**src/include/char_draw_consts.svh**
```systemverilog
// Constants for the character string draw engine.
// Assumes one 250 MHz clock and a 16-bit register port.
// Summary of operation
// - Command is opcode, pointer low, high, count
// - Normal transparent: 1 gets foreground, 0 skipped
// - Normal opaque: 1 foreground, 0 background
// - Reverse transparent: 0 foreground, 1 skipped
// - Reverse opaque: 1 background, 0 foreground
// - Pixels carry plane mask and logic operation
// - Header top bit set suppresses position advance
// - Trap bit aborts string, sets trap flag
// - Trap leaves remaining count and command pointer
// - Height and width fields hold extent minus one
// - Advance by width plus spacing minus one
// - Clip crossing sets overflow, draws inside only
// - Final position ignores clipping
// - Word mode: font base plus code addresses block
// - Byte mode: lookup word plus base addresses block
// - Pick mode flags pixels inside clip rectangle
// - Scan continues after overflow, count recorded
// - Font opcode selects word or byte lookup
// - Two-bit path and rotation, quarter turns
`ifndef CHAR_DRAW_CONSTS_SVH
`define CHAR_DRAW_CONSTS_SVH
`define OP_MASK 16'hFF00
`define OP_OPAQUE 16'hA600
`define OP_TRANSP 16'hA700
`define OP_RV_OPAQUE 16'hA800
`define OP_RV_TRANSP 16'hA900
`define OP_TRANSP_BIT 8
`define FONT_BYTE_OP 8'h0B
`define WSTEP 22'h000002
`define HDR_S 15
`define HDR_T 7
`define HDR_W 8
`define HDR_H 0
`define C_GO 0
`define C_PICK 1
`define C_PATH 2
`define C_ROT 4
`define ST_BUSY 0
`define ST_OVF 1
`define ST_PICK 2
`define ST_TRAP 3
`define ST_DONE 4
`define ST_BAD 5
`define A_CTRL 5'h00
`define A_STAT 5'h01
`define A_FONT_LO 5'h02
`define A_FONT_HI 5'h03
`define A_FONT_OP 5'h04
`define A_CPTR_LO 5'h05
`define A_CPTR_HI 5'h06
`define A_POS_X 5'h07
`define A_POS_Y 5'h08
`define A_SPACE 5'h09
`define A_FG 5'h0A
`define A_BG 5'h0B
`define A_MASK 5'h0C
`define A_LOP 5'h0D
`define A_XMIN 5'h0E
`define A_XMAX 5'h0F
`define A_YMIN 5'h10
`define A_YMAX 5'h11
`define A_COUNT 5'h12
`endif

```
**src/include/char_draw_pkg.sv**
```systemverilog
// Types for the character string draw engine.
// Assumes the constants header is included by the user.
`default_nettype none
package char_draw_pkg;
  typedef enum logic [2:0] {S_IDLE, S_CMD, S_STR, S_TBL, S_HDR, S_ROW, S_PIX, S_ADV} state_t;
  typedef struct packed {
    logic pick; logic [1:0] path; logic [1:0] rot; logic [7:0] fop;
    logic [21:0] font; logic [21:0] cptr; logic [15:0] space;
    logic [7:0] fg; logic [7:0] bg; logic [7:0] mask; logic [3:0] op;
    logic [15:0] xmin; logic [15:0] xmax; logic [15:0] ymin; logic [15:0] ymax;
  } cfg_t;
  typedef struct packed {
    state_t st; logic [1:0] widx; logic [15:0] opc; logic [21:0] sptr;
    logic [15:0] left; logic [15:0] ci; logic [15:0] hdr; logic [15:0] row;
    logic [3:0] r; logic [3:0] c; logic [15:0] x; logic [15:0] y;
    logic ovf; logic pk; logic trap; logic done; logic bad; logic [15:0] rem;
  } eng_t;
  typedef struct packed {
    logic mreq; logic [21:0] maddr; logic pwe; logic [15:0] px; logic [15:0] py;
    logic [7:0] pcol; logic [7:0] pmask; logic [3:0] pop; logic [15:0] rd;
  } out_t;
endpackage : char_draw_pkg
`default_nettype wire

```
**src/rtl/char_string_draw_engine.sv**
```systemverilog
// Character string draw engine: fetches command, codes, glyphs; emits pixels.
// Assumes memory answers a held request with a one-cycle ack and data.
`include "char_draw_consts.svh"
`default_nettype none
module char_string_draw_engine (
  input wire logic sys_clk,
  input wire logic resetn,
  input wire logic [4:0] reg_addr,
  input wire logic [15:0] reg_wdata,
  input wire logic reg_wr,
  input wire logic reg_rd,
  output logic [15:0] reg_rdata,
  output logic mem_req,
  output logic [21:0] mem_addr,
  input wire logic mem_ack,
  input wire logic [15:0] mem_rdata,
  output logic pix_we,
  output logic [15:0] pix_x,
  output logic [15:0] pix_y,
  output logic [7:0] pix_color,
  output logic [7:0] pix_plane_mask,
  output logic [3:0] pix_logic_op,
  output logic glyph_trap_flag
);
  char_draw_pkg::cfg_t c_reg, c_next;
  char_draw_pkg::eng_t e_reg, e_next;
  char_draw_pkg::out_t o_reg, o_next;

  // ==========================================================
  // Helpers
  // Offset of a glyph cell point, or of an advance, per quarter turn
  function automatic logic [31:0] rot_off(input logic [1:0] q, input logic [15:0] a,
                                          input logic [15:0] b);
    unique case (q)
      2'h0: rot_off = {a, b};
      2'h1: rot_off = {b, -a};
      2'h2: rot_off = {-a, -b};
      2'h3: rot_off = {-b, a};
    endcase
  endfunction : rot_off

  function automatic logic in_clip(input logic [15:0] x, input logic [15:0] y,
                                   input char_draw_pkg::cfg_t k);
    in_clip = ($signed(x) >= $signed(k.xmin)) && ($signed(x) <= $signed(k.xmax)) &&
              ($signed(y) >= $signed(k.ymin)) && ($signed(y) <= $signed(k.ymax));
  endfunction : in_clip

  // Byte strings share one word per two codes, low byte first
  function automatic logic [21:0] str_addr(input logic [21:0] p, input logic [15:0] i,
                                           input logic bm);
    str_addr = bm ? p + {6'h00, i[15:1], 1'b0} : p + {5'h00, i, 1'b0};
  endfunction : str_addr

  // ==========================================================
  // Datapath terms
  logic busy, go, ack, bytem, rv, transp, op_ok, dot, eff, inc, wr_ok;
  logic [3:0] wf, hf;
  logic [31:0] off, adv;
  logic [15:0] cx, cy, code;

  assign busy = e_reg.st != char_draw_pkg::S_IDLE;
  assign go = reg_wr && reg_addr == `A_CTRL && reg_wdata[`C_GO] && !busy;
  assign ack = mem_ack && o_reg.mreq;
  assign wr_ok = reg_wr && !busy;
  assign bytem = c_reg.fop == `FONT_BYTE_OP;
  assign rv = e_reg.opc == `OP_RV_OPAQUE || e_reg.opc == `OP_RV_TRANSP;
  assign transp = e_reg.opc[`OP_TRANSP_BIT];
  assign op_ok = e_reg.opc == `OP_OPAQUE || e_reg.opc == `OP_TRANSP || rv;
  assign wf = e_reg.hdr[`HDR_W+:4];
  assign hf = e_reg.hdr[`HDR_H+:4];
  assign dot = e_reg.row[wf - e_reg.c];
  assign eff = dot ^ rv;
  assign off = rot_off(c_reg.rot, {12'h000, e_reg.c}, {12'h000, e_reg.r});
  assign cx = e_reg.x + off[31:16];
  assign cy = e_reg.y + off[15:0];
  assign inc = in_clip(cx, cy, c_reg);
  assign adv = rot_off(c_reg.path, {12'h000, wf} + c_reg.space, 16'h0000);
  assign code = bytem ? {8'h00, e_reg.ci[0] ? mem_rdata[15:8] : mem_rdata[7:0]} : mem_rdata;

  // ==========================================================
  // Next state
  always_comb begin
    c_next = c_reg;
    e_next = e_reg;
    o_next = o_reg;
    o_next.pwe = 1'b0;
    o_next.rd = 16'h0000;
    if (reg_rd) begin
      unique case (reg_addr)
        `A_CTRL: begin
          o_next.rd[`C_PICK] = c_reg.pick;
          o_next.rd[`C_PATH+:2] = c_reg.path;
          o_next.rd[`C_ROT+:2] = c_reg.rot;
        end
        `A_STAT: begin
          o_next.rd[`ST_BUSY] = busy;
          o_next.rd[`ST_OVF] = e_reg.ovf;
          o_next.rd[`ST_PICK] = e_reg.pk;
          o_next.rd[`ST_TRAP] = e_reg.trap;
          o_next.rd[`ST_DONE] = e_reg.done;
          o_next.rd[`ST_BAD] = e_reg.bad;
        end
        `A_FONT_LO: o_next.rd = c_reg.font[15:0];
        `A_FONT_HI: o_next.rd = {10'h000, c_reg.font[21:16]};
        `A_FONT_OP: o_next.rd = {8'h00, c_reg.fop};
        `A_CPTR_LO: o_next.rd = c_reg.cptr[15:0];
        `A_CPTR_HI: o_next.rd = {10'h000, c_reg.cptr[21:16]};
        `A_POS_X: o_next.rd = e_reg.x;
        `A_POS_Y: o_next.rd = e_reg.y;
        `A_SPACE: o_next.rd = c_reg.space;
        `A_FG: o_next.rd = {8'h00, c_reg.fg};
        `A_BG: o_next.rd = {8'h00, c_reg.bg};
        `A_MASK: o_next.rd = {8'h00, c_reg.mask};
        `A_LOP: o_next.rd = {12'h000, c_reg.op};
        `A_XMIN: o_next.rd = c_reg.xmin;
        `A_XMAX: o_next.rd = c_reg.xmax;
        `A_YMIN: o_next.rd = c_reg.ymin;
        `A_YMAX: o_next.rd = c_reg.ymax;
        `A_COUNT: o_next.rd = e_reg.rem;
        default: o_next.rd = 16'h0000;
      endcase
    end
    // Flags clear by writing one; engine sets below win the same cycle
    if (reg_wr && reg_addr == `A_STAT) begin
      e_next.ovf = e_reg.ovf & ~reg_wdata[`ST_OVF];
      e_next.pk = e_reg.pk & ~reg_wdata[`ST_PICK];
      e_next.trap = e_reg.trap & ~reg_wdata[`ST_TRAP];
      e_next.done = e_reg.done & ~reg_wdata[`ST_DONE];
      e_next.bad = e_reg.bad & ~reg_wdata[`ST_BAD];
    end
    // Setup is frozen while a string is being drawn
    if (wr_ok) begin
      unique case (reg_addr)
        `A_CTRL: begin
          c_next.pick = reg_wdata[`C_PICK];
          c_next.path = reg_wdata[`C_PATH+:2];
          c_next.rot = reg_wdata[`C_ROT+:2];
        end
        `A_FONT_LO: c_next.font[15:0] = reg_wdata;
        `A_FONT_HI: c_next.font[21:16] = reg_wdata[5:0];
        `A_FONT_OP: c_next.fop = reg_wdata[7:0];
        `A_CPTR_LO: c_next.cptr[15:0] = reg_wdata;
        `A_CPTR_HI: c_next.cptr[21:16] = reg_wdata[5:0];
        `A_POS_X: e_next.x = reg_wdata;
        `A_POS_Y: e_next.y = reg_wdata;
        `A_SPACE: c_next.space = reg_wdata;
        `A_FG: c_next.fg = reg_wdata[7:0];
        `A_BG: c_next.bg = reg_wdata[7:0];
        `A_MASK: c_next.mask = reg_wdata[7:0];
        `A_LOP: c_next.op = reg_wdata[3:0];
        `A_XMIN: c_next.xmin = reg_wdata;
        `A_XMAX: c_next.xmax = reg_wdata;
        `A_YMIN: c_next.ymin = reg_wdata;
        `A_YMAX: c_next.ymax = reg_wdata;
        default: c_next = c_reg;
      endcase
    end
    unique case (e_reg.st)
      char_draw_pkg::S_IDLE: begin
        if (go) begin
          e_next.st = char_draw_pkg::S_CMD;
          e_next.widx = 2'h0;
          o_next.mreq = 1'b1;
          o_next.maddr = c_reg.cptr;
        end
      end
      char_draw_pkg::S_CMD: begin
        if (ack) begin
          e_next.widx = e_reg.widx + 2'h1;
          o_next.maddr = o_reg.maddr + `WSTEP;
          unique case (e_reg.widx)
            2'h0: e_next.opc = mem_rdata & `OP_MASK;
            2'h1: e_next.sptr[15:0] = mem_rdata;
            2'h2: e_next.sptr[21:16] = mem_rdata[5:0];
            2'h3: begin
              e_next.left = mem_rdata;
              e_next.ci = 16'h0000;
              o_next.maddr = str_addr(e_reg.sptr, 16'h0000, bytem);
              if (!op_ok || mem_rdata == 16'h0000) begin
                e_next.bad = e_reg.bad | !op_ok;
                e_next.done = 1'b1;
                e_next.st = char_draw_pkg::S_IDLE;
                o_next.mreq = 1'b0;
              end else begin
                e_next.st = char_draw_pkg::S_STR;
              end
            end
          endcase
        end
      end
      char_draw_pkg::S_STR: begin
        if (ack) begin
          o_next.maddr = c_reg.font + code;
          e_next.st = bytem ? char_draw_pkg::S_TBL : char_draw_pkg::S_HDR;
        end
      end
      char_draw_pkg::S_TBL: begin
        if (ack) begin
          o_next.maddr = c_reg.font + mem_rdata;
          e_next.st = char_draw_pkg::S_HDR;
        end
      end
      char_draw_pkg::S_HDR: begin
        if (ack) begin
          e_next.hdr = mem_rdata;
          e_next.r = 4'h0;
          o_next.maddr = o_reg.maddr + `WSTEP;
          e_next.st = char_draw_pkg::S_ROW;
          if (mem_rdata[`HDR_T]) begin
            e_next.trap = 1'b1;
            e_next.rem = e_reg.left;
            e_next.done = 1'b1;
            e_next.st = char_draw_pkg::S_IDLE;
            o_next.mreq = 1'b0;
          end
        end
      end
      char_draw_pkg::S_ROW: begin
        if (ack) begin
          e_next.row = mem_rdata;
          e_next.c = 4'h0;
          o_next.mreq = 1'b0;
          e_next.st = char_draw_pkg::S_PIX;
        end
      end
      char_draw_pkg::S_PIX: begin
        // One cell point per cycle; whole box scanned so clip tests see it
        if (inc) begin
          if (c_reg.pick) begin
            e_next.pk = 1'b1;
          end else if (!transp || eff) begin
            o_next.pwe = 1'b1;
            o_next.px = cx;
            o_next.py = cy;
            o_next.pcol = eff ? c_reg.fg : c_reg.bg;
            o_next.pmask = c_reg.mask;
            o_next.pop = c_reg.op;
          end
        end else begin
          e_next.ovf = 1'b1;
          e_next.rem = e_reg.left;
        end
        if (e_reg.c != wf) begin
          e_next.c = e_reg.c + 4'h1;
        end else if (e_reg.r != hf) begin
          e_next.r = e_reg.r + 4'h1;
          o_next.mreq = 1'b1;
          o_next.maddr = o_reg.maddr + `WSTEP;
          e_next.st = char_draw_pkg::S_ROW;
        end else begin
          e_next.st = char_draw_pkg::S_ADV;
        end
      end
      char_draw_pkg::S_ADV: begin
        if (!e_reg.hdr[`HDR_S]) begin
          e_next.x = e_reg.x + adv[31:16];
          e_next.y = e_reg.y + adv[15:0];
        end
        e_next.left = e_reg.left - 16'h0001;
        e_next.ci = e_reg.ci + 16'h0001;
        if (e_reg.left == 16'h0001) begin
          e_next.done = 1'b1;
          e_next.st = char_draw_pkg::S_IDLE;
        end else begin
          o_next.mreq = 1'b1;
          o_next.maddr = str_addr(e_reg.sptr, e_reg.ci + 16'h0001, bytem);
          e_next.st = char_draw_pkg::S_STR;
        end
      end
    endcase
  end

  // ==========================================================
  // State registers
  always_ff @(posedge sys_clk or negedge resetn) begin
    if (!resetn) begin
      c_reg <= '0;
      e_reg <= '0;
      o_reg <= '0;
    end else begin
      c_reg <= c_next;
      e_reg <= e_next;
      o_reg <= o_next;
    end
  end

  assign reg_rdata = o_reg.rd;
  assign mem_req = o_reg.mreq;
  assign mem_addr = o_reg.maddr;
  assign pix_we = o_reg.pwe;
  assign pix_x = o_reg.px;
  assign pix_y = o_reg.py;
  assign pix_color = o_reg.pcol;
  assign pix_plane_mask = o_reg.pmask;
  assign pix_logic_op = o_reg.pop;
  assign glyph_trap_flag = e_reg.trap;
endmodule : char_string_draw_engine
`default_nettype wire

```
**config.mk**
```make
export PLATFORM = sky130hd
export DESIGN_NAME = char_string_draw_engine
export DESIGN_NICKNAME = d
export VERILOG_FILES = /design/src/include/char_draw_pkg.sv /design/src/rtl/char_string_draw_engine.sv
export VERILOG_INCLUDE_DIRS = /design/src /design/src/include
export SDC_FILE = /design/constraint.sdc
export NUM_CORES = 1
export LEC_CHECK = 0
export ABC_CLOCK_PERIOD_IN_PS = 16400
export BUFFER_PORTS_ARGS = -buffer_cell sky130_fd_sc_hd__buf_2
export CORE_ASPECT_RATIO = 0.7
export CORE_MARGIN = 2
export CORE_UTILIZATION = 27
export DETAILED_ROUTE_END_ITERATION = 8
export GPL_ROUTABILITY_DRIVEN = 0
export SLEW_MARGIN = 20
export SYNTH_ARGS = -nofsm -noshare
export SYNTH_HDL_FRONTEND = slang
export SYNTH_SLANG_ARGS = --single-unit
```
**constraint.sdc**
```tcl
create_clock -name sys_clk -period 16.4 [get_ports sys_clk]
set_clock_uncertainty 0.15 [all_clocks]
set_input_delay 1.64 -clock sys_clk [delete_from_list [all_inputs] [get_ports sys_clk]]
set_output_delay 1.64 -clock sys_clk [all_outputs]
set_load 0.02 [all_outputs]
```
==> results of run 1 <==
==> stage by stage <==
step | hold slack (ps) | utilization, % | total power, mW | area [µm²] | std cells
finish | 350 | 31.1 | 7.09 | 31100 | 4279
global route | 363 | 31.1 | 7.61 | 31100 | 4278
CTS | 354 | 31.1 | 7.02 | 31100 | 4278
detailed placement | 340 | 29.4 | 5.76 | 29400 | 4193
global placement | 329 | 29.4 | 5.72 | 29400 | 4193
floorplan | 310 | - | 4.46 | 27200 | 2818
==> cells in the final DEF (no fill, tap or decap), drive strengths merged, types with 24 or more instances in the layout <==
cell type,Yosys,routed
a221oi,37,37
nand4,39,39
dfrtp,410,410
nand2b,24,24
nor2b,32,32
xor2,48,48
a21oi,114,114
mux2i,56,56
nor2,173,173
nand3,54,54
mux2,247,247
a211oi,28,28
buf,24,175
xnor2,103,103
and3,36,36
and2,26,26
a22oi,66,66
a22o,28,28
ha,179,179
o21ai,247,247
a21o,24,24
nor3,54,54
inv,119,123
nand2,259,259
clkbuf,112,53
==> area by class of cell <==
class / count / area [µm²] / share of cell area, %
Timing Repair Buffer: 175 / 1000 / 3.21
Clock buffer: 53 / 1210 / 3.88
Antenna cell: 1 / 2.50 / 0.00803
Sequential cell: 410 / 10300 / 32.9
Inverter: 120 / 453 / 1.45
Clock inverter: 32 / 533 / 1.71
Multi-Input combinational cell: 2152 / 16000 / 51.4
Tap cell: 1336 / 1670 / 5.37
==> worst paths after layout <==
kind / end / slack (ps) / cells past startpoint
setup / recovery: pix_logic_op[3] / 9160 / 21
hold / removal: e_reg[68] / 350 / 1
setup reg to reg: pix_logic_op[3] / 9160 / 21
hold reg to reg: e_reg[68] / 350 / 1
max in group asynchronous: c_reg[69] / 13120 / 3
min in group asynchronous: mem_addr[11] / 800 / 1
==> worst max-delay path: stages (launching register included) <==
cell,delay [ps]
sky130_fd_sc_hd__dfrtp_1,520
sky130_fd_sc_hd__inv_1,130
sky130_fd_sc_hd__ha_1,330
sky130_fd_sc_hd__mux4_2,520
sky130_fd_sc_hd__ha_1,310
sky130_fd_sc_hd__a211oi_1,240
sky130_fd_sc_hd__o21bai_1,150
sky130_fd_sc_hd__o311ai_0,510
sky130_fd_sc_hd__and4_1,320
sky130_fd_sc_hd__o31ai_1,110
sky130_fd_sc_hd__a21o_1,190
sky130_fd_sc_hd__a21oi_1,160
sky130_fd_sc_hd__xor2_1,300
sky130_fd_sc_hd__ha_1,250
sky130_fd_sc_hd__nand4_1,170
sky130_fd_sc_hd__or3_1,420
sky130_fd_sc_hd__o311a_1,370
sky130_fd_sc_hd__a221oi_1,310
sky130_fd_sc_hd__o211ai_1,430
sky130_fd_sc_hd__nor3b_4,320
sky130_fd_sc_hd__buf_4,460
sky130_fd_sc_hd__mux2_2,390
==> logic make-up (layout without fill, tap and decap cells) <==
logic type	after synthesis	count (layout)	synth area share [%]
fa+ha+maj	187	187	8.81
flops	410	410	37.7
simple gates	781	781	13.8
xor+xnor	151	151	4.91
other cells	0	1	0
buf+inv	256	380	3.82
mux	311	311	13.7
compound gates	722	722	17.3
==> power by group through the flow <==
stage	clock [mW]	sequential (mW)	combinational (mW)
after floorplan	0	1.67	2.79
after global placement	0	1.92	3.80
after global routing	1.28	1.97	4.36
after detailed placement	0	1.92	3.84
final	1.22	1.93	3.94
after CTS	1.24	1.91	3.87
==> layer usage <==
layer | up-vias | wire length [µm] | GRT usage [%]
met5 | - | 12 | 0
met4 | 2 | 2600 | 5.15
met3 | 171 | 12300 | 6.07
met2 | 1170 | 40100 | 25.9
met1 | 11689 | 48700 | 30.1
li1 | 10555 | - | -
==> PnR_summary.wiki, run 1 <==
{| class="wikitable"
! Metric !! Value
|-
| Outcome || completed
|-
| Min Tclk post-route || roughly 7200 ps
|-
| Core region area || approximately 100000 µm²
|-
| Timing startpoint of the critical path || e_reg[54]
|-
| Clock-pin slew on the worst setup and hold paths || 70 ps
|-
| DRC violation count after routing || 0
|-
| Number of rows in the core area || 97
|-
| Iteration-0 DRC count of the detailed router || 2920
|-
| Routed WL per cell || about 24 µm
|-
| Worst Path Max Fanout || 26
|-
| Number of global-route vias before repair || between 20000 and 25000
|-
| Dominant cell by count in the synthesized netlist || sky130_fd_sc_hd__dfrtp_1
|-
| Clock power frac || 17.2%
|-
| Total I/O pin count || 135
|-
| TritonCTS buffer count || 46
|-
| Switching share of total power || 47.5%
|-
| X dimension of the die || about 380 µm
|-
| Via-per-instance ratio || approximately 5.5
|-
| Leakage power || 13.8 nW
|-
| Share of synthesized registers carrying an async set or reset || 100%
|-
| Arrival time at the worst endpoint || 7600 ps
|-
| HPWL after detailed placement || 78300 µm
|-
| Sequential share of power || between 20% and 30%
|-
| Net count of the finished layout || 3134
|-
| Final hold violations || 0
|-
| Cts hold-fix bufs || 0
|-
| Number of max-capacitance violations reported || 0
|-
| Deepest level of the CTS H-tree || 2
|-
| Count of flip-flops with a built-in enable after synthesis || 0
|-
| Post-route antenna net violation count || 0
|-
| Count of different cell masters after synthesis || 90
|-
| Final critical-path share of the clock period || 44.2%
|-
| Clk buf depth || 3
|-
| Reg2Reg Launch Point || e_reg[54]
|-
| Synth Flop Type || sky130_fd_sc_hd__dfrtp_1
|-
| Cell area after synthesis || 27200 µm²
|-
| Setup bufs post-CTS || 0
|-
| Unrepaired setup endpoints after global routing || false
|-
| Number of I/O port buffers || 134
|-
| Aggregate global-route resource usage || 19.6%
|-
| Die Ht || 270 µm
|-
| DP Worst Slack || between 9000 and 10000 ps
|-
| Filler instances || 10410
|-
| Clk Latency, worst-skew pair || around 620 ps
|-
| Biggest area consumer among synthesized cells || sky130_fd_sc_hd__dfrtp_1
|-
| Most used standard cells in the synthesized netlist || sky130_fd_sc_hd__dfrtp_1 (410), sky130_fd_sc_hd__nand2_1 (259), sky130_fd_sc_hd__o21ai_0 (245)
|-
| TritonRoute pass-1 iters || 6
|-
| Crit path kind || register to register
|-
| Register bit total from synthesis || 410
|-
| Pins Over Slew Limit || 0
|-
| Total vias in the final route || 23587
|-
| Number of clock sinks || between 400 and 500
|-
| Ratio of cells with drive above 1 in the final layout || 18.8%
|-
| Post-synthesis net count || 3047
|-
| Total negative slack for setup checks || 0 ps
|-
| Critical path capture point type || register
|-
| Final count of negative-setup-slack endpoints || 0
|-
| Gate Count Post-Synth || about 2800
|-
| Sum of overflow across all layers after global routing || 0
|-
| Portion of synthesized cell area occupied by the leading cell type || 37.7%
|-
| Synth area leaders || sky130_fd_sc_hd__dfrtp_1 (38%), sky130_fd_sc_hd__ha_1 (8.2%), sky130_fd_sc_hd__mux2_2 (8.1%)
|-
| Overall die area || just over 100000 µm²
|-
| Number of flip-flops under the largest register name || 165
|-
| CTS Root Cell || sky130_fd_sc_hd__clkbuf_16
|-
| Yosys warns || 0
|-
| Starting Density || roughly 27%
|-
| Switching power total || 3.37 mW
|-
| Smallest setup slack after layout || slightly above 9000 ps
|-
| Global-route wire length before repair || 153000 µm
|-
| Nature of the critical path startpoint || register
|-
| Antenna violations before repair || 6
|-
| Sequential element share of the synthesized area || 37.7%
|-
| Layout area overhead || 14.3%
|-
| Worst relative slew slack || between 20% and 30%
|-
| Post-Synthesis Mean Instance Area || 9.67 µm²
|-
| Data required, critical path || 16760 ps
|-
| Clock tree from TritonCTS || yes
|-
| Comb pwr share || 55.5%
|-
| Fmax || 138 MHz
|-
| Measured slew at the worst slew-check pin || 1150 ps
|-
| Worst VDD drop || 0.0909 mV
|-
| Min-delay worst type || register to register
|-
| Overall routed net length || 104000 µm
|-
| Ratio of total power to cell area || 228 nW/µm²
|-
| Largest net degree at the start of global routing || between 100 and 150
|-
| Startpoint of the lowest-slack hold path || e_reg[68]
|-
| Number of resized instances in the post-cts repair step || 0
|-
| Cell-internal power || 3.72 mW
|}
No activity file was read; power rests on OpenSTA's default activity.
==> run 2: changes to the inputs <==
ABC_CLOCK_PERIOD_IN_PS = 6120   (was 16400)
clock period = 6.12 ns   (was 16.4 ns; I/O delays follow)
==> run 2 against run 1 <==
  * Core utilization is 1.3 points higher
  * Global-route usage is 0.17 points higher
  * First-iteration DRC count is 1.7% lower
  * Total power grew to 2.8 times the previous value
  * Register-to-register slack worse by 9200 ps
  * Non-clock buffer count is 108 higher
  * Sequential share of layout area is 1.3 points lower
  * Final cell count is 2.6% higher
  * The flow now finishes with violations (setup timing)
  * Via count is 1.7% higher
==> PnR_summary.wiki, run 2 (same netlist as run 1, synthesis figures left out) <==
{| class="wikitable"
! Metric !! Value
|-
| Crit path buf inv count || 6
|-
| Critical path capture point type || register
|-
| Total I/O pin count || 135
|-
| Post-layout instance count excluding filler cells || 4389
|-
| Multi-input gate area || 16500 µm²
|-
| Top Usage Layer GRT || met1
|-
| Measured slew at the worst slew-check pin || ~1100 ps
|-
| TritonRoute pass-1 iters || 6
|-
| Leading cell types in the layout, fill and taps excluded || sky130_fd_sc_hd__dfrtp_1 (408), sky130_fd_sc_hd__nand2_1 (256), sky130_fd_sc_hd__o21ai_0 (235)
|-
| DRC violation count after routing || 0
|-
| Clock-pin slew on the worst setup and hold paths || 70 ps
|-
| Timing endpoint of the critical path || pix_plane_mask[4]
|-
| Final hold violations || 0
|-
| Final critical-path share of the clock period || 100%
|-
| Post-route antenna net violation count || 0
|-
| Smallest setup slack after layout || -29.1 ps
|-
| Deepest level of the CTS H-tree || 2
|-
| Overall routed net length || 105000 µm
|-
| Placed cell count || roughly 4300
|-
| Pins Over Slew Limit || 0
|-
| Routed WL per cell || 24.0 µm
|-
| Global routing met3 resource utilization || 7.91%
|-
| Worst-case register-to-register setup slack || -30 ps
|-
| Overall die area || 104000 µm²
|-
| X dimension of the die || 384 µm
|-
| Sum of overflow across all layers after global routing || 0
|-
| Storage element area || 10300 µm²
|-
| Met1 global-route usage || 29.2%
|-
| Starting Density || 27.2%
|-
| Final count of negative-setup-slack endpoints || 39
|-
| Number of max-capacitance violations reported || 0
|-
| Fmax || 163 MHz
|-
| HPWL after detailed placement || 78600 µm
|-
| Nature of the critical path startpoint || register
|-
| Worst Path Max Fanout || 6
|-
| Number of flip-flops under the largest register name || 165
|-
| Via-per-instance ratio || 5.47
|-
| Core region area || 100000 µm²
|-
| Timing startpoint of the critical path || e_reg[57]
|-
| Reg2Reg Launch Point || e_reg[57]
|-
| Worst relative slew slack || around 25%
|-
| Number of rows in the core area || 97
|-
| Min-delay worst type || primary input to register
|-
| Ratio of total power to cell area || 618 nW/µm²
|-
| Reg-to-reg critical path endpoint || pix_plane_mask[4]
|-
| Worst VDD drop || 0.279 mV
|-
| CTS Root Cell || sky130_fd_sc_hd__clkbuf_16
|-
| Most common library cell in the layout ignoring fill and taps || sky130_fd_sc_hd__dfrtp_1
|-
| Number of I/O port buffers || 134
|-
| Largest net degree at the start of global routing || 132
|-
| Total vias in the final route || 23997
|-
| Layout area overhead || 18.9%
|-
| Clk Latency, worst-skew pair || 640 ps
|-
| Total negative slack for setup checks || -390 ps
|-
| Violations in the final reports || setup timing
|-
| TritonCTS buffer count || 46
|-
| Arrival time at the worst endpoint || 6510 ps
|-
| Outcome || finished with violations
|-
| Largest stage delay, worst path || 580 ps
|-
| Ratio of cells with drive above 1 in the final layout || 23.5%
|-
| Clock tree from TritonCTS || yes
|-
| Net count of the finished layout || 3242
|-
| Min Tclk post-route || ~6000 ps
|-
| Aggregate global-route resource usage || 19.8%
|-
| Crit path kind || register to register
|-
| Unrepaired setup endpoints after global routing || true
|-
| Number of cells traversed by the worst register-to-register path || 25
|-
| Leakage power || 14.4 nW
|-
| Startpoint of the lowest-slack hold path || mem_rdata[0]
|-
| Cell family with the largest share of critical-path delay || simple AND/OR/NAND/NOR gates
|-
| Global-route wire length before repair || 154000 µm
|-
| Number of cells traversed by the worst hold path || 3
|-
| Number of clock sinks || 410
|-
| Die Ht || 270 µm
|-
| Filler instances || just over 10000
|-
| Met2 Resource Use GR || 26.2%
|-
| Iteration-0 DRC count of the detailed router || 2871
|-
| Number of global-route vias before repair || 22288
|-
| Instance count on the critical path || 25
|-
| Data required, critical path || 6480 ps
|-
| Utilization after layout || ~32%
|-
| Clk buf depth || 3
|-
| CP max-delay cell || sky130_fd_sc_hd__mux4_2
|-
| Post-route worst hold slack || 153 ps
|-
| Antenna violations before repair || 9
|}
==> run 2: changes by cell type in the layout (fill, tap and decap cells not counted), sizes merged <==
cell | previous run | this run
buf | 175 | 279
clkinv | 13 | 15
diode | 1 | 7
bufinv | 13 | 3
inv | 123 | 125
clkbuf | 53 | 59
clkinvlp | 3 | 2
dlygate4sd3 | 0 | 1
==> run 2: report_power, final <==
part | internal, mW | switching [mW] | leakage, nW
sequential | 3.66 | 1.40 | 5.20
clock | 1.59 | 1.30 | 0.750
combinational | 5.28 | 6.80 | 8.43
total | 10.5 | 9.50 | 14.4
==> run 2: final cells by class <==
class                      count  area share, %
multi-input combinational   2152           50.8
sequential                   410           31.7
timing repair buffer         283           6.24
tap                         1336           5.16
clock buffer                  56           3.82
inverter                     120           1.40
clock inverter                25          0.873
antenna                        7         0.0540
==> run 2: tightest hold or removal path, cell delays in order <==
cell                      delay, ps
sky130_fd_sc_hd__buf_2          170
sky130_fd_sc_hd__nand2_1         80
sky130_fd_sc_hd__nand2_1         40
==> run 2: worst min-delay path by stage <==
| stage | to | slack [ps] |
|---|---|---|
| 2_1_floorplan | c_reg[0] | 170 |
| 3_3_place_gp | e_reg[160] | 330 |
| 3_5_place_dp | e_reg[161] | 340 |
| 4_1_cts | e_reg[77] | 130 |
| 5_1_grt | e_reg[77] | 150 |
| 6_report | e_reg[77] | 150 |
==> run 2: timing repair <==
item,in CTS,in global routing
endpoints found under the hold margin,46,0
setup endpoints to repair,68,70
buffers inserted,10,7
resized for setup,39,58
hold buffers,1,0
pin swaps,21,23
cloned,3,3
==> run 2: metal layers <==
layer	vias up	wire (µm)
li1	10792	-
met1	11829	48400
met2	1204	41100
met3	164	13300
met4	8	2560
met5	-	47
==> run 2: stage by stage <==
stage	area [µm²]	total power, mW	worst slack, ps
global placement	30100	15.9	-310
CTS	32000	19.3	18.5
detailed placement	30100	16.0	-396
finish	32400	20.0	-29.1
floorplan	27200	11.9	135
global route	32400	21.4	-200
